===== config.mk =====
export PLATFORM = sky130hd
export DESIGN_NAME = fisp_frame_index
export DESIGN_NICKNAME = d
export VERILOG_FILES = /design/src/fisp_pkg.sv /design/src/fisp_uframe_tick.sv /design/src/fisp_frame_index.sv
export SDC_FILE = /design/constraint.sdc
export NUM_CORES = 1
export LEC_CHECK = 0
export BUFFER_PORTS_ARGS = -buffer_cell sky130_fd_sc_hd__buf_2
export CAP_MARGIN = 5
export CORE_MARGIN = 4
export CORE_UTILIZATION = 50
export DETAILED_ROUTE_END_ITERATION = 12
export PLACE_DENSITY = 0.8
export SYNTH_ARGS = -nofsm -noshare
export SYNTH_HDL_FRONTEND = slang
export SYNTH_SLANG_ARGS = --single-unit

===== constraint.sdc =====
create_clock -name core_clk -period 2.6 [get_ports core_clk]
set_input_delay 0.26 -clock core_clk [delete_from_list [all_inputs] [get_ports core_clk]]
set_output_delay 0.26 -clock core_clk [all_outputs]
set_load 0.02 [all_outputs]

===== src/fisp_pkg.sv =====
package fisp_pkg;
    // register byte offsets
    localparam logic [7:0]  OFS_MICROFRAME_COUNTER  = 8'h2c;
    localparam logic [7:0]  OFS_SCHED_FRAME_BASE    = 8'h34;
    localparam logic [7:0]  OFS_NEXT_QUEUE_HEAD     = 8'h38;
    // field positions
    localparam int          CNT_WIDTH               = 14;
    localparam int          SOF_LSB                 = 3;
    localparam int          SOF_MSB                 = 13;
    localparam int          BASE_LSB                = 12;
    localparam int          QH_LSB                  = 5;
    localparam int          N_1024                  = 12;
    localparam int          N_512                   = 11;
    localparam int          N_256                   = 10;
    // reset values
    localparam logic [31:0] RST_MICROFRAME_COUNTER  = 32'h0000_0000;
    localparam logic [31:0] RST_SCHED_FRAME_BASE    = 32'h0000_0000;
    localparam logic [31:0] RST_NEXT_QUEUE_HEAD     = 32'h0000_0000;
    localparam logic [31:0] RST_SEGMENT_HIGH        = 32'h0000_0000;
    // microframe period
    localparam int          CLK_HZ                  = 40_000_000;
    localparam int          MICROFRAME_NS           = 125_000;
    localparam int          MICROFRAME_CYCLES       = MICROFRAME_NS / (1_000_000_000 / CLK_HZ);
    // list size codes
    typedef enum logic [1:0]
    {
        FISP_LS_1024 = 2'b00,
        FISP_LS_512  = 2'b01,
        FISP_LS_256  = 2'b10,
        FISP_LS_RSVD = 2'b11
    } fisp_list_size_t;
endpackage : fisp_pkg


===== src/fisp_uframe_tick.sv =====
module fisp_uframe_tick #(
    parameter int PERIOD = 5000
) (
    // clock and reset
    input  wire logic core_clk,
    input  wire logic arst_n,
    // control
    input  wire logic run,
    // output
    output logic      tick
);
    logic [31:0] count_reg;

    // divider producing one pulse per microframe while running
    always_ff @(posedge core_clk or negedge arst_n)
    begin
        if (!arst_n)
        begin
            count_reg <= 32'h0000_0000;
            tick      <= 1'b0;
        end
        else if (!run)
        begin
            count_reg <= 32'h0000_0000;
            tick      <= 1'b0;
        end
        else if (count_reg == 32'(PERIOD - 1))
        begin
            count_reg <= 32'h0000_0000;
            tick      <= 1'b1;
        end
        else
        begin
            count_reg <= count_reg + 32'h0000_0001;
            tick      <= 1'b0;
        end
    end
endmodule : fisp_uframe_tick


===== src/fisp_frame_index.sv =====
// Function
// - 14-bit counter advances once per microframe
// - start-of-frame number is counter bits 13:3
// - list index is counter bits N:3
// - each entry used eight consecutive microframes
// - size code 00/01/10 selects N 12/11/10
// - base register keeps address bits 31:12 only
// - fetch address is base plus four times index
// - wide mode takes upper bits from segment
// - queue head pointer holds next head address
// - queue head pointer bits 4:0 read zero
module fisp_frame_index #(
    parameter int PERIOD = fisp_pkg::MICROFRAME_CYCLES
) (
    // clock and reset
    input  wire logic        core_clk,
    input  wire logic        arst_n,
    // register port
    input  wire logic        reg_wr,
    input  wire logic        reg_rd,
    input  wire logic [7:0]  reg_addr,
    input  wire logic [31:0] reg_wdata,
    output logic [31:0]      reg_rdata,
    // controller state
    input  wire logic        run_stop,
    input  wire logic [1:0]  list_size_select,
    input  wire logic        wide_address_capable,
    input  wire logic [31:0] structure_segment_high,
    // schedule outputs
    output logic [10:0]      sof_frame_number,
    output logic [63:0]      periodic_fetch_addr,
    output logic [63:0]      queue_head_addr,
    output logic             microframe_tick
);
    logic [13:0] microframe_counter_reg;
    logic [19:0] sched_frame_table_base_reg;
    logic [26:0] next_queue_head_ptr_reg;
    logic        tick;
    logic [9:0]  index_next;
    logic [31:0] hi_next;
    logic [13:0] cnt_next;
    logic [31:0] gap_reg;

    // index slice per list size
    function automatic logic [9:0] list_index(input logic [13:0] c, input logic [1:0] sel);
        unique case (sel)
            2'b00:   list_index = c[fisp_pkg::N_1024:fisp_pkg::SOF_LSB];
            2'b01:   list_index = {1'b0, c[fisp_pkg::N_512:fisp_pkg::SOF_LSB]};
            2'b10:   list_index = {2'b00, c[fisp_pkg::N_256:fisp_pkg::SOF_LSB]};
            default: list_index = c[fisp_pkg::N_1024:fisp_pkg::SOF_LSB];
        endcase
    endfunction : list_index

    // address hit decode shared by the write paths
    function automatic logic reg_hit(input logic strobe, input logic [7:0] addr, input logic [7:0] ofs);
        reg_hit = strobe && (addr == ofs);
    endfunction : reg_hit

    // microframe divider
    fisp_uframe_tick #(
        .PERIOD (PERIOD)
    ) u_tick (
        .core_clk (core_clk),
        .arst_n   (arst_n),
        .run      (run_stop),
        .tick     (tick)
    );

    // cycles since the last microframe pulse, for the period check
    always_ff @(posedge core_clk or negedge arst_n)
    begin
        if (!arst_n)
            gap_reg <= 32'h0000_0000;
        else if (!run_stop)
            gap_reg <= 32'h0000_0000;
        else if (tick)
            gap_reg <= 32'h0000_0001;
        else
            gap_reg <= gap_reg + 32'h0000_0001;
    end

    assign cnt_next = microframe_counter_reg + 14'h0001;

    // frame counter: advances when running, writable by software
    always_ff @(posedge core_clk or negedge arst_n)
    begin
        if (!arst_n)
            microframe_counter_reg <= fisp_pkg::RST_MICROFRAME_COUNTER[13:0];
        else if (reg_hit(reg_wr, reg_addr, fisp_pkg::OFS_MICROFRAME_COUNTER))
            microframe_counter_reg <= reg_wdata[13:0];
        else if (tick && run_stop)
            microframe_counter_reg <= cnt_next;
    end

    // periodic base, low 12 bits dropped
    always_ff @(posedge core_clk or negedge arst_n)
    begin
        if (!arst_n)
            sched_frame_table_base_reg <= fisp_pkg::RST_SCHED_FRAME_BASE[31:12];
        else if (reg_hit(reg_wr, reg_addr, fisp_pkg::OFS_SCHED_FRAME_BASE))
            sched_frame_table_base_reg <= reg_wdata[31:12];
    end

    // queue head pointer, 32-byte aligned
    always_ff @(posedge core_clk or negedge arst_n)
    begin
        if (!arst_n)
            next_queue_head_ptr_reg <= fisp_pkg::RST_NEXT_QUEUE_HEAD[31:5];
        else if (reg_hit(reg_wr, reg_addr, fisp_pkg::OFS_NEXT_QUEUE_HEAD))
            next_queue_head_ptr_reg <= reg_wdata[31:5];
    end

    // read mux, registered
    always_ff @(posedge core_clk or negedge arst_n)
    begin
        if (!arst_n)
            reg_rdata <= 32'h0000_0000;
        else if (reg_rd)
        begin
            unique case (reg_addr)
                fisp_pkg::OFS_MICROFRAME_COUNTER: reg_rdata <= {18'h0_0000, microframe_counter_reg};
                fisp_pkg::OFS_SCHED_FRAME_BASE:   reg_rdata <= {sched_frame_table_base_reg, 12'h000};
                fisp_pkg::OFS_NEXT_QUEUE_HEAD:    reg_rdata <= {next_queue_head_ptr_reg, 5'h00};
                default:                          reg_rdata <= 32'h0000_0000;
            endcase
        end
    end

    assign index_next = list_index(microframe_counter_reg, list_size_select);
    assign hi_next    = wide_address_capable ? structure_segment_high : 32'h0000_0000;

    // schedule address outputs
    always_ff @(posedge core_clk or negedge arst_n)
    begin
        if (!arst_n)
        begin
            sof_frame_number    <= 11'h000;
            periodic_fetch_addr <= 64'h0000_0000_0000_0000;
            queue_head_addr     <= 64'h0000_0000_0000_0000;
            microframe_tick     <= 1'b0;
        end
        else
        begin
            sof_frame_number    <= microframe_counter_reg[13:3];
            periodic_fetch_addr <= {hi_next, sched_frame_table_base_reg, index_next, 2'b00};
            queue_head_addr     <= {hi_next, next_queue_head_ptr_reg, 5'h00};
            microframe_tick     <= tick;
        end
    end

    // checks
    property p_count_step;
        @(posedge core_clk) disable iff (!arst_n)
        (tick && run_stop && !reg_wr) |=> microframe_counter_reg == $past(microframe_counter_reg) + 14'h0001;
    endproperty
    a_count_step: assert property (p_count_step) else $error("counter did not step");

    property p_hold_stopped;
        @(posedge core_clk) disable iff (!arst_n)
        (!run_stop && !reg_wr) |=> $stable(microframe_counter_reg);
    endproperty
    a_hold_stopped: assert property (p_hold_stopped) else $error("counter moved while stopped");

    property p_sof;
        @(posedge core_clk) disable iff (!arst_n)
        1'b1 |=> sof_frame_number == $past(microframe_counter_reg[13:3]);
    endproperty
    a_sof: assert property (p_sof) else $error("sof number mismatch");

    property p_index_1024;
        @(posedge core_clk) disable iff (!arst_n)
        (list_size_select == 2'b00 && !wide_address_capable)
            |=> periodic_fetch_addr[11:2] == $past(microframe_counter_reg[12:3]);
    endproperty
    a_index_1024: assert property (p_index_1024) else $error("1024 index wrong");

    property p_index_256;
        @(posedge core_clk) disable iff (!arst_n)
        list_size_select == 2'b10 |=> periodic_fetch_addr[11:10] == 2'b00
            && periodic_fetch_addr[9:2] == $past(microframe_counter_reg[10:3]);
    endproperty
    a_index_256: assert property (p_index_256) else $error("256 index wrong");

    property p_base_low;
        @(posedge core_clk) disable iff (!arst_n)
        (reg_rd && reg_addr == fisp_pkg::OFS_SCHED_FRAME_BASE) |=> reg_rdata[11:0] == 12'h000;
    endproperty
    a_base_low: assert property (p_base_low) else $error("base low bits nonzero");

    property p_qh_low;
        @(posedge core_clk) disable iff (!arst_n)
        (reg_rd && reg_addr == fisp_pkg::OFS_NEXT_QUEUE_HEAD) |=> reg_rdata[4:0] == 5'h00;
    endproperty
    a_qh_low: assert property (p_qh_low) else $error("queue head low bits nonzero");

    property p_qh_write;
        @(posedge core_clk) disable iff (!arst_n)
        (reg_wr && reg_addr == fisp_pkg::OFS_NEXT_QUEUE_HEAD)
            |=> ##1 queue_head_addr[31:5] == $past(reg_wdata[31:5], 2);
    endproperty
    a_qh_write: assert property (p_qh_write) else $error("queue head not stored");

    property p_wide;
        @(posedge core_clk) disable iff (!arst_n)
        1'b1 |=> periodic_fetch_addr[63:32]
            == ($past(wide_address_capable) ? $past(structure_segment_high) : 32'h0000_0000);
    endproperty
    a_wide: assert property (p_wide) else $error("upper address wrong");

    property p_base_fetch;
        @(posedge core_clk) disable iff (!arst_n)
        1'b1 |=> periodic_fetch_addr[31:12] == $past(sched_frame_table_base_reg);
    endproperty
    a_base_fetch: assert property (p_base_fetch) else $error("fetch base wrong");

    // counter load, wrap and divider checks
    property p_count_write;
        @(posedge core_clk) disable iff (!arst_n)
        (reg_wr && reg_addr == fisp_pkg::OFS_MICROFRAME_COUNTER)
            |=> microframe_counter_reg == $past(reg_wdata[13:0]);
    endproperty
    a_count_write: assert property (p_count_write) else $error("counter load lost");

    property p_wrap;
        @(posedge core_clk) disable iff (!arst_n)
        (tick && run_stop && !reg_wr && microframe_counter_reg == 14'h3fff)
            |=> microframe_counter_reg == 14'h0000;
    endproperty
    a_wrap: assert property (p_wrap) else $error("counter did not wrap");

    property p_stop_tick;
        @(posedge core_clk) disable iff (!arst_n)
        !run_stop |=> !tick;
    endproperty
    a_stop_tick: assert property (p_stop_tick) else $error("pulse while stopped");

    property p_tick_gap;
        @(posedge core_clk) disable iff (!arst_n)
        (tick && run_stop) |-> gap_reg == 32'(PERIOD);
    endproperty
    a_tick_gap: assert property (p_tick_gap) else $error("microframe period wrong");

    // list entry and index checks
    property p_entry_reuse;
        @(posedge core_clk) disable iff (!arst_n)
        (tick && run_stop && !reg_wr && microframe_counter_reg[2:0] != 3'h7) ##1 $stable(list_size_select)
            |=> $stable(periodic_fetch_addr[11:2]);
    endproperty
    a_entry_reuse: assert property (p_entry_reuse) else $error("entry left early");

    property p_index_512;
        @(posedge core_clk) disable iff (!arst_n)
        list_size_select == 2'b01 |=> periodic_fetch_addr[11] == 1'b0
            && periodic_fetch_addr[10:2] == $past(microframe_counter_reg[11:3]);
    endproperty
    a_index_512: assert property (p_index_512) else $error("512 index wrong");

    property p_index_rsvd;
        @(posedge core_clk) disable iff (!arst_n)
        list_size_select == 2'b11
            |=> periodic_fetch_addr[11:2] == $past(microframe_counter_reg[12:3]);
    endproperty
    a_index_rsvd: assert property (p_index_rsvd) else $error("reserved size index wrong");

    // register store, read and queue head upper address checks
    property p_base_write;
        @(posedge core_clk) disable iff (!arst_n)
        (reg_wr && reg_addr == fisp_pkg::OFS_SCHED_FRAME_BASE)
            |=> sched_frame_table_base_reg == $past(reg_wdata[31:12]);
    endproperty
    a_base_write: assert property (p_base_write) else $error("base not stored");

    property p_qh_high;
        @(posedge core_clk) disable iff (!arst_n)
        1'b1 |=> queue_head_addr[63:32]
            == ($past(wide_address_capable) ? $past(structure_segment_high) : 32'h0000_0000);
    endproperty
    a_qh_high: assert property (p_qh_high) else $error("queue head upper address wrong");

    property p_cnt_read;
        @(posedge core_clk) disable iff (!arst_n)
        (reg_rd && reg_addr == fisp_pkg::OFS_MICROFRAME_COUNTER)
            |=> reg_rdata == {18'h0_0000, $past(microframe_counter_reg)};
    endproperty
    a_cnt_read: assert property (p_cnt_read) else $error("counter read wrong");

    property p_base_read;
        @(posedge core_clk) disable iff (!arst_n)
        (reg_rd && reg_addr == fisp_pkg::OFS_SCHED_FRAME_BASE)
            |=> reg_rdata[31:12] == $past(sched_frame_table_base_reg);
    endproperty
    a_base_read: assert property (p_base_read) else $error("base read wrong");

    property p_qh_read;
        @(posedge core_clk) disable iff (!arst_n)
        (reg_rd && reg_addr == fisp_pkg::OFS_NEXT_QUEUE_HEAD)
            |=> reg_rdata[31:5] == $past(next_queue_head_ptr_reg);
    endproperty
    a_qh_read: assert property (p_qh_read) else $error("queue head read wrong");

    c_tick: cover property (@(posedge core_clk) disable iff (!arst_n) tick && run_stop);
    c_wrap: cover property (@(posedge core_clk) disable iff (!arst_n)
        tick && run_stop && microframe_counter_reg == 14'h3fff);
    c_wide: cover property (@(posedge core_clk) disable iff (!arst_n) wide_address_capable);
    c_size_512: cover property (@(posedge core_clk) disable iff (!arst_n) list_size_select == 2'b01);
    c_size_rsvd: cover property (@(posedge core_clk) disable iff (!arst_n) list_size_select == 2'b11);
endmodule : fisp_frame_index


### Word level (Yosys, flattened, before mapping)

Index checks and enable logic that the tools add are counted.

* bits in latches: 0
* output and inout port bits: 172
* RAM bits: 0
* logic and storage cells: 32
* bits in registers: 259
* memories: 0
* bits in read-only memories: 0
* input port bits: 80

* equal/unequal tests: 6
* div/mod/pow operators: 0
* multiplexer cells: 9
* bitwise logic cells: 0
* add/subtract/negate cells: 2
* shifts and indexed selects: 0
* order comparisons: 0
* reductions and logical operators: 5
* multipliers: 0

Operator list (number)
* $mux 32: 3
* $pmux 32 s3: 1
* $add 32x1->32 const B: 1
* $eq 32x13->1 const B: 1
* $mux 14: 2
* $eq 8x6->1 const B: 3
* $pmux 10 s2: 1
* $add 14x1->14 const B: 1
* $logic_and 1x1->1: 4
* $eq 2x1->1 const B: 1
* $eq 2x2->1 const B: 1
* $mux 1: 2
* $reduce_bool 2->1: 1

### Longest topological paths before layout

Gate-level depths: netlist (run 1).

* depth in word-level cells: 3
* gate-level depth with buffers: 7
* depth with buffers taken out: 5

### Hierarchy

From an unflattened synthesis (run 1), not the netlist that was laid out.

* cell total of the unflattened synthesis: 700
* area total of the unflattened synthesis: 8673.3 um^2

Modules (own cells, without submodules)
* fisp_frame_index: times used 1, sequential area each 4654.5 um^2, area an instance 6961.7 um^2, cells each 525
* fisp_uframe_tick: times used 1, sequential area each 825.8 um^2, area an instance 1711.6 um^2, cells each 175

### Worst setup path after synthesis (run 1)

Ideal clock, no wire load.

* path kind: register to register
* from: reg u_tick.count_reg[0]
* to: reg u_tick.count_reg[28]
* arrival: 1.984 ns
* data required time: 2.522 ns
* setup slack: 0.538 ns
* path buffers: 1
* period minus slack after synthesis: 2.062 ns
* stages on the path, launching flop included: 7
* library setup time: 0.078 ns
* cells stage by stage: dfrtp_1 ha_1 nand3_2 or4_1 buf_2 or4_1 a21oi_1

* longest elaborated chain between the ends: 3
* elaborated cells between the ends (all ways): 4
* those cells by class: add/sub (1); eq/ne (1); mux (2)

Ends and longest elaborated chain
* from (decl): RTL line fisp_uframe_tick.sv:12 `logic [31:0] count_reg;`
* from (signal assigned): RTL line fisp_uframe_tick.sv:34 `count_reg <= count_reg + 32'h0000_0001;`
* $add 32x1->32 / $eq 32x13->1 (equally long branches): RTL line fisp_uframe_tick.sv:34, fisp_uframe_tick.sv:27
* $mux 32 *: RTL line fisp_uframe_tick.sv:27 `else if (count_reg == 32'(PERIOD - 1))`
* $mux 32 *: RTL line fisp_uframe_tick.sv:22 `else if (!run)`

Mark *: on every way between the ends. The rest lies on a longest branch, timed or not.
A chain may end at the register's enable or synchronous reset.

### Final worst setup path (run 1)

* from: reg u_tick.count_reg[0]
* to: reg u_tick.count_reg[26]

Same word-level chain as after synthesis.

==> reports/qor.txt, run 1 <==
SYNTHESIS
----------------------------------------------------------------------------------
Netlist cell types                                                              36
Total of warnings raised by yosys                                                0
Commonest register cell after synthesis                               sky130_fd_sc_hd__dfrtp_1
Synthesized area per cell                                                12.3 um^2
Proportion of netlist area held by the largest area contributor              64.1%
Cell Area, Synth                                                         8540 um^2
Post-synthesis register bit count                                              219
Post-Synthesis Cells                                                           695
Ys async rst share                                                            100%
Ranking of synthesized cells by area                                  sky130_fd_sc_hd__dfrtp_1 64%, sky130_fd_sc_hd__mux2_2 6.2%, sky130_fd_sc_hd__buf_4 4.1%
Yosys top cell by area                                                sky130_fd_sc_hd__dfrtp_1
EDFF count, synth                                                                0
Part of the Yosys area used for sequential elements                          64.1%

GRT
----------------------------------------------------------------------------------
Number of antenna violations at the first check in global routing                1
Total global routing track utilization                                       21.3%
GRT Residual Overflow                                                            0
Via count of the first global-routing pass                                    6343
Wire length of the first global-routing pass                              33900 um
Pin count of the biggest net entering global routing                            85

DRT
----------------------------------------------------------------------------------
DR vias/cell                                                                  5.26
Sum of routed wire length over all layers                                 20800 um
Pre-Repair DR Iteration Count                                                    5
Number of nets still failing antenna checks after routing                        0
Starting DRT DRC Count                                                         316
DR WL/cell                                                                 17.3 um
Vias after detailed routing                                                   6314
Drt drc                                                                          0

PLACED DESIGN
----------------------------------------------------------------------------------
Number of buffers added on ports                                               244
Placed cells                                                                  1105
DP HPWL                                                                   13900 um
Final RePlAce weighted congestion                                            0.829
Worst slack at placement                                                  0.259 ns

WORST HOLD PATH
----------------------------------------------------------------------------------
Path category of the worst min-delay check                            primary input to register
Min-delay src                                                         reg_wdata[3]

CRITICAL PATH
----------------------------------------------------------------------------------
Crit path arrival time                                                     2.77 ns
Startpoint kind of the worst setup timing path                            register
Reg2reg setup slack                                                        0.26 ns
Capture point of the critical path                                    u_tick.count_reg[26]$_DFF_PN0_
Element type at the critical path end                                     register
FF-to-FF End                                                          u_tick.count_reg[26]$_DFF_PN0_
Maximum fanout along the worst path                                             16
Critical path class                                                   register to register
Start point of the critical path                                      u_tick.count_reg[0]$_DFF_PN0_
Startpoint of the most critical register-to-register path             u_tick.count_reg[0]$_DFF_PN0_
Reg2Reg Depth                                                                    5
Required time of the critical path                                         3.03 ns

CLOCK TREE
----------------------------------------------------------------------------------
Number of clock sinks seen by CTS                                              219
Clock Pin Slew Worst Setup and Hold Paths                                  0.06 ns
Maximum root-to-sink buffer count                                                3
Number of instances resized during post-cts repair                               0
TritonCTS buffer count                                                          23
Root Buffer Master                                                    sky130_fd_sc_hd__clkbuf_16
Setup repair bufs after CTS                                                      0
Total of hold buffers inserted after clock tree synthesis                       54
TritonCTS clock tree                                                           yes
Clock insertion delay at the later pin of the skew report                  0.51 ns
H-tree depth                                                                     1

TIMING
----------------------------------------------------------------------------------
Pins Over Slew Limit                                                             0
Worst relative slew slack                                                    57.2%
Total negative setup slack                                                    0 ns
Clock period minus worst slack                                             2.34 ns
PnR worst setup slack                                                     0.260 ns
Number of failing setup endpoints in the final timing report                     0
Tightest Pin Transition                                                   0.640 ns
Final hold violation count                                                       0
Final period utilization                                                     90.0%
Worst clock skew                                                         0.0128 ns
Maximum operating frequency                                              0.427 GHz
Unrepaired setup endpoints after global routing                                 no

POWER
----------------------------------------------------------------------------------
Power density normalized to cell area                                  697 nW/um^2
Leak pwr                                                                   5.63 nW
Peak VDD IR                                                               0.467 mV

LAYOUT
----------------------------------------------------------------------------------
Proportion of layout cells with a drive suffix above 1                       36.0%
Layout net count                                                              1047
Filler Cell Count                                                             1224
Flip-flop count of the largest register, all copies and words added             59
Area Growth Syn to Fin                                                       29.5%
Final non-filler cell total                                                   1201

FLOORPLAN
----------------------------------------------------------------------------------
Area of the die                                                         19200 um^2
Io pins                                                                        252
Number of standard-cell rows in the floorplan                                   47
Die width                                                                   139 um
Starting utilization of the core area                                        51.3%
Area of the core                                                        16600 um^2
Vertical die dimension                                                      139 um

OUTCOME
----------------------------------------------------------------------------------
Outcome                                                               complete, no violations

RUN
----------------------------------------------------------------------------------
Number of max-capacitance violations reported                                    0

## cell usage after synthesis, types with 5 or more instances
cell and n:
sky130_fd_sc_hd__a21oi_1 56, sky130_fd_sc_hd__a22oi_1 27, sky130_fd_sc_hd__and2_1 36, sky130_fd_sc_hd__and4_1 5, sky130_fd_sc_hd__buf_4 47, sky130_fd_sc_hd__clkbuf_1 26, sky130_fd_sc_hd__dfrtp_1 219, sky130_fd_sc_hd__inv_1 13
sky130_fd_sc_hd__mux2_2 47, sky130_fd_sc_hd__nand2_1 15, sky130_fd_sc_hd__nand3_1 20, sky130_fd_sc_hd__nand4_1 13, sky130_fd_sc_hd__nor2_1 62, sky130_fd_sc_hd__nor3_1 6, sky130_fd_sc_hd__nor4_1 11, sky130_fd_sc_hd__o21ai_0 14
sky130_fd_sc_hd__o31ai_1 9, sky130_fd_sc_hd__or3_1 6, sky130_fd_sc_hd__or4_1 10, sky130_fd_sc_hd__xnor2_1 16, sky130_fd_sc_hd__xor2_1 10
## logic make-up (layout without fill, tap and decap cells)
logic type	after synthesis	in the layout	synth area share [%]
flip-flops	219	219	64.1
AND/OR/NAND/NOR	199	199	12.7
AO/OA/AOI/OAI	109	109	7.54
buffers and inverters	90	369	6.14
multiplexers	48	48	6.31
XOR/XNOR	26	26	2.67
adder cells (fa/ha/maj)	3	3	0.439
other	1	8	0.0439
## worst min-delay path by stage
stage	endpoint	slack, ns	cells past startpoint
after floorplan	microframe_counter_reg[0]$_DFFE_PN0P_	-0.04	0
after global placement	queue_head_addr[14]$_DFF_PN0_	0.29	1
after detailed placement	periodic_fetch_addr[17]$_DFF_PN0_	0.29	1
after CTS	next_queue_head_ptr_reg[3]$_DFFE_PN0P_	0.002	2
after global routing	next_queue_head_ptr_reg[8]$_DFFE_PN0P_	0.01	2
final	microframe_counter_reg[3]$_DFFE_PN0P_	0.02	3
## through the flow
stage	power (mW)	hold WS, ns	cell area, um^2	utilization [%]
2_1_floorplan	4.10	-0.0356	8570	-
6_report	7.72	0.0152	11100	66.5
4_1_cts	7.78	0.00232	11100	66.5
3_3_place_gp	4.37	0.288	9740	58.5
3_5_place_dp	4.39	0.294	9740	58.5
5_1_grt	8.00	0.0119	11100	66.5
## power by group
group | internal, mW | switching [mW]
Combinational | 0.280 | 0.437
Clock | 2.01 | 1.31
Sequential | 3.57 | 0.113
Total | 5.86 | 1.86
## placed cells by master, fill, tap and decap left out, types with 5 or more instances in the layout
master | Yosys | routed
sky130_fd_sc_hd__buf_2 | 2 | 243
sky130_fd_sc_hd__dfrtp_1 | 219 | 219
sky130_fd_sc_hd__nor2_1 | 62 | 62
sky130_fd_sc_hd__a21oi_1 | 56 | 56
sky130_fd_sc_hd__dlygate4sd3_1 | 0 | 54
sky130_fd_sc_hd__mux2_2 | 47 | 47
sky130_fd_sc_hd__and2_1 | 36 | 36
sky130_fd_sc_hd__a22oi_1 | 27 | 27
sky130_fd_sc_hd__clkbuf_16 | 0 | 23
sky130_fd_sc_hd__nand3_1 | 20 | 20
sky130_fd_sc_hd__xnor2_1 | 16 | 16
sky130_fd_sc_hd__buf_4 | 47 | 16
sky130_fd_sc_hd__nand2_1 | 15 | 15
sky130_fd_sc_hd__o21ai_0 | 14 | 14
sky130_fd_sc_hd__nand4_1 | 13 | 13
sky130_fd_sc_hd__inv_1 | 13 | 13
sky130_fd_sc_hd__nor4_1 | 11 | 11
sky130_fd_sc_hd__or4_1 | 10 | 10
sky130_fd_sc_hd__xor2_1 | 10 | 10
sky130_fd_sc_hd__o31ai_1 | 9 | 8
sky130_fd_sc_hd__conb_1 | 1 | 7
sky130_fd_sc_hd__nor3_1 | 6 | 6
sky130_fd_sc_hd__or3_1 | 6 | 6
sky130_fd_sc_hd__clkbuf_8 | 0 | 6
sky130_fd_sc_hd__and4_1 | 5 | 5
## metal layers
layer	wire length [um]	GRT usage [%]	vias to the layer above
met3	1260	3.59	42
li1	-	-	2917
met2	10500	36.4	243
met1	8430	27.8	3112
met4	606	7.62	0
met5	0	0	-
## worst max-delay path: stages (launching register included)
cell,delay (ns)
sky130_fd_sc_hd__dfrtp_1,0.38
sky130_fd_sc_hd__ha_1,0.27
sky130_fd_sc_hd__nand3_2,0.14
sky130_fd_sc_hd__or4_1,0.75
sky130_fd_sc_hd__or4_1,0.57
sky130_fd_sc_hd__a21oi_1,0.15
## final cells by class
class | instances | area [um^2] | share of cell area (%)
Antenna cell | 1 | 2.50 | 0.0226
Clock buffer | 33 | 673 | 6.08
Clock inverter | 8 | 108 | 0.972
Inverter | 13 | 48.8 | 0.441
Multi-Input combinational cell | 392 | 2570 | 23.2
Sequential cell | 219 | 5480 | 49.5
Tap cell | 220 | 275 | 2.49
Timing Repair Buffer | 315 | 1910 | 17.3
(Power assumes the default switching activity.)
==> run 2: changes to the inputs <==
PLACE_DENSITY = 0.86   (was 0.8)
==> reports/qor.txt, run 2 (synthesis results as in run 1) <==
OUTCOME
-------------------------------------------------------------------------------------
Outcome                                                                  complete, no violations   unchanged

POWER
-------------------------------------------------------------------------------------
Register share of total power                                                   49.5%   was 47.7%
Power share of the clock group                                                  41.1%   was 43.0%
Combinational Power Share                                                        9.4%   was 9.3%
Peak VDD IR                                                                  0.747 mV   was 0.467 mV
Internal Pwr Total                                                            5.62 mW   was 5.86 mW
Leak pwr                                                                      5.53 nW   was 5.63 nW
Sw Share                                                                        24.4%   was 24.1%
Power density normalized to cell area                                     685 nW/um^2   was 697 nW/um^2
Net Sw Power                                                                  1.81 mW   was 1.86 mW

CRITICAL PATH
-------------------------------------------------------------------------------------
Most common cell type on the critical path                               sky130_fd_sc_hd__or4_1   unchanged
Capture point of the critical path                                       u_tick.count_reg[30]$_DFF_PN0_   was u_tick.count_reg[26]$_DFF_PN0_
Element type at the critical path end                                        register   unchanged
Required time of the critical path                                            3.01 ns   was 3.03 ns
Worst path max stage delay                                                    0.75 ns   about the same
Maximum fanout along the worst path                                                16   unchanged
Reg2Reg Depth                                                                       5   unchanged
Crit path arrival time                                                        2.79 ns   was 2.77 ns
Start point of the critical path                                         u_tick.count_reg[0]$_DFF_PN0_   unchanged
FF-to-FF End                                                             u_tick.count_reg[30]$_DFF_PN0_   was u_tick.count_reg[26]$_DFF_PN0_
Startpoint of the most critical register-to-register path                u_tick.count_reg[0]$_DFF_PN0_   unchanged
Critical path class                                                      register to register   unchanged
Reg2reg setup slack                                                           0.22 ns   was 0.26 ns
Slowest CP cell                                                          sky130_fd_sc_hd__or4_1   unchanged
Startpoint kind of the worst setup timing path                               register   unchanged
Ordered list of cells on the worst path                                  ha_1, nand3_2, or4_1, or4_1, a21oi_1   unchanged

GRT
-------------------------------------------------------------------------------------
Number of antenna violations at the first check in global routing                   0   was 1
Pin count of the biggest net entering global routing                               77   was 85
Via count of the first global-routing pass                                       6543   was 6343
Total global routing track utilization                                          21.2%   was 21.3%
GRT Residual Overflow                                                               0   unchanged
Wire length of the first global-routing pass                                 33900 um   unchanged

CLOCK TREE
-------------------------------------------------------------------------------------
Number of clock sinks seen by CTS                                                 219   unchanged
Clock insertion delay at the later pin of the skew report                     0.49 ns   was 0.51 ns
Number of instances resized during post-cts repair                                  0   unchanged
Maximum root-to-sink buffer count                                                   3   unchanged
Clock Pin Slew Worst Setup and Hold Paths                                     0.06 ns   about the same
TritonCTS buffer count                                                             23   unchanged
Root Buffer Master                                                       sky130_fd_sc_hd__clkbuf_16   unchanged
H-tree depth                                                                        1   unchanged
TritonCTS clock tree                                                              yes   unchanged

RUN
-------------------------------------------------------------------------------------
Number of max-capacitance violations reported                                       0   unchanged

PLACED DESIGN
-------------------------------------------------------------------------------------
DP HPWL                                                                      14300 um   was 13900 um
Final RePlAce weighted congestion                                               0.823   was 0.829
Placed cells                                                                     1103   was 1105
Number of buffers added on ports                                                  244   unchanged

FLOORPLAN
-------------------------------------------------------------------------------------
Area of the die                                                            19200 um^2   unchanged
Starting utilization of the core area                                           51.3%   unchanged
Io pins                                                                           252   unchanged
Die width                                                                      139 um   unchanged
Number of standard-cell rows in the floorplan                                      47   unchanged
Vertical die dimension                                                         139 um   unchanged
Area of the core                                                           16600 um^2   unchanged

DRT
-------------------------------------------------------------------------------------
Drt drc                                                                             0   unchanged
Number of nets still failing antenna checks after routing                           0   unchanged
Starting DRT DRC Count                                                            422   was 316
Sum of routed wire length over all layers                                    20700 um   was 20800 um
Pre-Repair DR Iteration Count                                                       4   was 5
DR vias/cell                                                                     5.28   was 5.26
DR WL/cell                                                                    17.5 um   was 17.3 um
Vias after detailed routing                                                      6227   was 6314

TIMING
-------------------------------------------------------------------------------------
Final hold violation count                                                          0   unchanged
Hold Slack                                                                  0.0190 ns   was 0.0152 ns
Unrepaired setup endpoints after global routing                                    no   unchanged
Total negative setup slack                                                       0 ns   unchanged
Worst clock skew                                                           0.00611 ns   was 0.0128 ns
Tightest Pin Transition                                                      0.683 ns   was 0.640 ns
Clock period minus worst slack                                                2.38 ns   was 2.34 ns
Pins Over Slew Limit                                                                0   unchanged
Final period utilization                                                        91.5%   was 90.0%
Maximum operating frequency                                                 0.420 GHz   was 0.427 GHz
Worst relative slew slack                                                       54.3%   was 57.2%
Number of failing setup endpoints in the final timing report                        0   unchanged

LAYOUT
-------------------------------------------------------------------------------------
Proportion of layout cells with a drive suffix above 1                          36.8%   was 36.0%
Most frequent standard cell in the layout excluding fill and tap cells   sky130_fd_sc_hd__buf_2   unchanged
Flip-flop count of the largest register, all copies and words added                59   unchanged
Most used cells in the layout excluding fill and tap cells               243 x sky130_fd_sc_hd__buf_2, 219 x sky130_fd_sc_hd__dfrtp_1, 62 x sky130_fd_sc_hd__nor2_1   unchanged
Layout net count                                                                 1028   was 1047
Final non-filler cell total                                                      1180   was 1201
Final cell utilization of the core                                              65.1%   was 66.5%
Area Growth Syn to Fin                                                          26.9%   was 29.5%

WORST HOLD PATH
-------------------------------------------------------------------------------------
Path category of the worst min-delay check                               primary input to register   unchanged

[run 2: changes by cell type in the layout (fill, tap and decap cells not counted)]
| cell | delta |
|---|---|
| sky130_fd_sc_hd__dlygate4sd3_1 | -17 |
| sky130_fd_sc_hd__buf_4 | -4 |
| sky130_fd_sc_hd__clkbuf_1 | -4 |
| sky130_fd_sc_hd__clkinv_2 | +3 |
| sky130_fd_sc_hd__buf_12 | +2 |
| sky130_fd_sc_hd__bufinv_16 | -2 |
| sky130_fd_sc_hd__clkinvlp_4 | +1 |
| sky130_fd_sc_hd__inv_16 | -1 |
| sky130_fd_sc_hd__inv_6 | +1 |
[run 2: critical path, delay by kind of cell, from the launching register on]
kind | cells | cell delay (ns)
flops | 1 | 0.39
simple gates | 3 | 1.47
fa+ha+maj | 1 | 0.29
compound gates | 1 | 0.16
[run 2: stage by stage]
stage               power [mW]  cell area (um^2)  setup WS (ns)
floorplan                 4.10              8570          0.538
global placement          4.38              9750          0.332
detailed placement        4.40              9750          0.253
CTS                       7.52             10800          0.233
global route              7.73             10800         0.0669
finish                    7.43             10800          0.220
[run 2: how the worst min path moves through the flow]
stage,from,end,slack (ns),cells past startpoint
3_3_place_gp,arst_n,queue_head_addr[16]$_DFF_PN0_,0.26,1
6_report,reg_wdata[27],sched_frame_table_base_reg[15]$_DFFE_PN0P_,0.02,2
3_5_place_dp,arst_n,next_queue_head_ptr_reg[11]$_DFFE_PN0P_,0.26,1
2_1_floorplan,arst_n,microframe_counter_reg[0]$_DFFE_PN0P_,-0.04,0
4_1_cts,reg_wdata[24],next_queue_head_ptr_reg[19]$_DFFE_PN0P_,0.0001,2
5_1_grt,reg_wdata[16],sched_frame_table_base_reg[4]$_DFFE_PN0P_,0.01,2
[run 2: cell type report]
| cell class | instances | area (um^2) |
|---|---|---|
| diodes | 1 | 2.50 |
| repair buffers | 296 | 1750 |
| inverters | 13 | 48.8 |
| flip-flops and latches | 219 | 5480 |
| clock inverters | 10 | 58.8 |
| fillers | 1212 | 5800 |
| well taps | 220 | 275 |
| clock buffers | 29 | 658 |
| multi-input cells | 392 | 2570 |
[run 2: power groups by stage]
| stage | registers (mW) | clock network [mW] | logic [mW] |
|---|---|---|---|
| 3_3_place_gp | 3.73 | 0 | 0.646 |
| 2_1_floorplan | 3.85 | 0 | 0.253 |
| 5_1_grt | 3.70 | 3.27 | 0.759 |
| 6_report | 3.68 | 3.05 | 0.699 |
| 3_5_place_dp | 3.74 | 0 | 0.661 |
| 4_1_cts | 3.68 | 3.14 | 0.707 |
[run 2: routing by layer]
layer	GRT usage, %	vias to the layer above	share of wire [%]
met5	0	-	0
met4	7.31	0	3.3
met3	4.14	50	5.8
met2	37.5	230	52
met1	26.2	3077	39
li1	-	2870	-
[run 2: timing repair]
action,CTS,global route
setup buffers,0,0
hold endpoints to repair,106,2
hold buffers,35,2
==> run 3: changes to the inputs <==
CORE_ASPECT_RATIO = 2   (was unset)
==> reports/qor.txt, run 3 (synthesis results as in run 1) <==
LAYOUT
-------------------------------------------------------------------------------------
Layout net count                                                                 1014   was 1028
Final cell utilization of the core                                              63.4%   was 65.1%
Final non-filler cell total                                                      1151   was 1180
Final instance area                                                        10600 um^2   was 10800 um^2
Sequential cell area in the final layout                                    5480 um^2   unchanged
Flip-flop count of the largest register, all copies and words added                59   unchanged
Area Growth Syn to Fin                                                          24.5%   was 26.9%
Most used cells in the layout excluding fill and tap cells               243 x sky130_fd_sc_hd__buf_2, 219 x sky130_fd_sc_hd__dfrtp_1, 62 x sky130_fd_sc_hd__nor2_1   unchanged
Area occupied by multi-input gates                                          2570 um^2   unchanged
Proportion of layout cells with a drive suffix above 1                          35.9%   was 36.8%
Most frequent standard cell in the layout excluding fill and tap cells   sky130_fd_sc_hd__buf_2   unchanged
Filler Cell Count                                                                1222   was 1212

CLOCK TREE
-------------------------------------------------------------------------------------
TritonCTS clock tree                                                              yes   unchanged
H-tree depth                                                                        1   unchanged
Root Buffer Master                                                       sky130_fd_sc_hd__clkbuf_16   unchanged
Clock insertion delay at the later pin of the skew report                     0.49 ns   about the same
TritonCTS buffer count                                                             19   was 23
Number of clock sinks seen by CTS                                                 219   unchanged
Setup repair bufs after CTS                                                         0   unchanged
Clock Pin Slew Worst Setup and Hold Paths                                     0.07 ns   was 0.06 ns
Maximum root-to-sink buffer count                                                   3   unchanged

TIMING
-------------------------------------------------------------------------------------
Pins Over Slew Limit                                                                0   unchanged
PnR worst setup slack                                                        0.220 ns   about the same
Tightest Pin Transition                                                      0.748 ns   was 0.683 ns
Maximum operating frequency                                                 0.420 GHz   about the same
Number of failing setup endpoints in the final timing report                        0   unchanged
Unrepaired setup endpoints after global routing                                    no   unchanged
Final hold violation count                                                          0   unchanged
Total negative setup slack                                                       0 ns   unchanged
Clock period minus worst slack                                                2.38 ns   about the same
Worst relative slew slack                                                       49.4%   was 54.3%
Worst clock skew                                                            0.0119 ns   was 0.00611 ns
Final period utilization                                                        91.5%   about the same

FLOORPLAN
-------------------------------------------------------------------------------------
Io pins                                                                           252   unchanged
Starting utilization of the core area                                           51.0%   was 51.3%
Area of the die                                                            19400 um^2   was 19200 um^2
Die width                                                                      100 um   was 139 um
Area of the core                                                           16800 um^2   was 16600 um^2
Vertical die dimension                                                         193 um   was 139 um
Number of standard-cell rows in the floorplan                                      67   was 47

POWER
-------------------------------------------------------------------------------------
Peak VDD IR                                                                  0.505 mV   was 0.747 mV
Power density normalized to cell area                                     680 nW/um^2   was 685 nW/um^2
Leak pwr                                                                      5.43 nW   was 5.53 nW

DRT
-------------------------------------------------------------------------------------
Vias after detailed routing                                                      6281   was 6227
Drt drc                                                                             0   unchanged
Pre-Repair DR Iteration Count                                                       5   was 4
DR WL/cell                                                                    19.1 um   was 17.5 um
Number of nets still failing antenna checks after routing                           0   unchanged
Sum of routed wire length over all layers                                    22000 um   was 20700 um
Starting DRT DRC Count                                                            398   was 422
DR vias/cell                                                                     5.46   was 5.28

RUN
-------------------------------------------------------------------------------------
Number of max-capacitance violations reported                                       0   unchanged

GRT
-------------------------------------------------------------------------------------
Total global routing track utilization                                          22.5%   was 21.2%
Pin count of the biggest net entering global routing                               70   was 77
Number of antenna violations at the first check in global routing                   3   was 0
Via count of the first global-routing pass                                       6351   was 6543
GRT Residual Overflow                                                               0   unchanged
Wire length of the first global-routing pass                                 34200 um   was 33900 um

CRITICAL PATH
-------------------------------------------------------------------------------------
Crit path arrival time                                                        2.79 ns   about the same
Reg2reg setup slack                                                           0.22 ns   about the same
Startpoint of the most critical register-to-register path                u_tick.count_reg[0]$_DFF_PN0_   unchanged
Critical path class                                                      register to register   unchanged
Element type at the critical path end                                        register   unchanged
Startpoint kind of the worst setup timing path                               register   unchanged
Required time of the critical path                                            3.01 ns   about the same
Reg2Reg Depth                                                                       5   unchanged
Maximum fanout along the worst path                                                16   unchanged
Start point of the critical path                                         u_tick.count_reg[0]$_DFF_PN0_   unchanged

PLACED DESIGN
-------------------------------------------------------------------------------------
Worst slack at placement                                                     0.236 ns   was 0.253 ns
Placed cells                                                                     1086   was 1103
Number of buffers added on ports                                                  244   unchanged
DP HPWL                                                                      15300 um   was 14300 um
Final RePlAce weighted congestion                                               0.918   was 0.823
Placed inst area                                                            9690 um^2   was 9750 um^2

WORST HOLD PATH
-------------------------------------------------------------------------------------
Min-delay src                                                            reg_wdata[29]   was reg_wdata[27]
Path category of the worst min-delay check                               primary input to register   unchanged
Number of instances on the worst hold path                                          2   unchanged

OUTCOME
-------------------------------------------------------------------------------------
Outcome                                                                  complete, no violations   unchanged

## run 3: metrics by stage
step                      hold WS, ns  power, mW
final                          0.0220       7.24
after global routing          0.00934       7.52
after CTS                     0.00738       7.29
after detailed placement        0.275       4.40
after global placement          0.267       4.38
after floorplan               -0.0356       4.10
## run 3: worst paths after layout
check	endpoint
setup reg to reg	u_tick.count_reg[26]$_DFF_PN0_
setup / recovery	u_tick.count_reg[26]$_DFF_PN0_
min in group asynchronous	reg_rdata[17]$_DFFE_PN0P_
hold / removal	sched_frame_table_base_reg[17]$_DFFE_PN0P_
hold reg to reg	queue_head_addr[22]$_DFF_PN0_
max in group asynchronous	queue_head_addr[17]$_DFF_PN0_
## run 3: power breakdown
part / internal [mW] / leakage [nW] / total (mW) / switching (mW)
combinational: 0.256 / 2.18 / 0.695 / 0.439
clock: 1.65 / 0.313 / 2.86 / 1.21
sequential: 3.57 / 2.94 / 3.68 / 0.116
total: 5.47 / 5.43 / 7.24 / 1.76
## run 3: per-layer routing
layer  share of wire [%]  track usage (%)  up-vias
met5                0.12                0        -
met4                 3.4             8.15        4
met3                 5.2             2.82       59
met2                  57             42.3      241
met1                  34             25.6     3142
li1                    -                -     2835
## run 3: final cells by class
class,count,share of cell area (%)
timing repair buffer,286,15.5
clock inverter,7,0.953
inverter,13,0.459
tap,207,2.43
multi-input combinational,392,24.1
sequential,219,51.5
clock buffer,26,5.00
antenna,1,0.0235
## run 3: repair_timing
action | CTS | global route
hold buffers | 31 | 0
hold endpoints to repair | 91 | 0
resized for setup | 0 | 0
## run 3: worst max-delay path, stage by stage (launching register included)
cell and delay, ns:
sky130_fd_sc_hd__dfrtp_1 0.38, sky130_fd_sc_hd__ha_1 0.28, sky130_fd_sc_hd__nand3_2 0.15, sky130_fd_sc_hd__or4_1 0.76
sky130_fd_sc_hd__or4_1 0.58, sky130_fd_sc_hd__a21oi_1 0.17
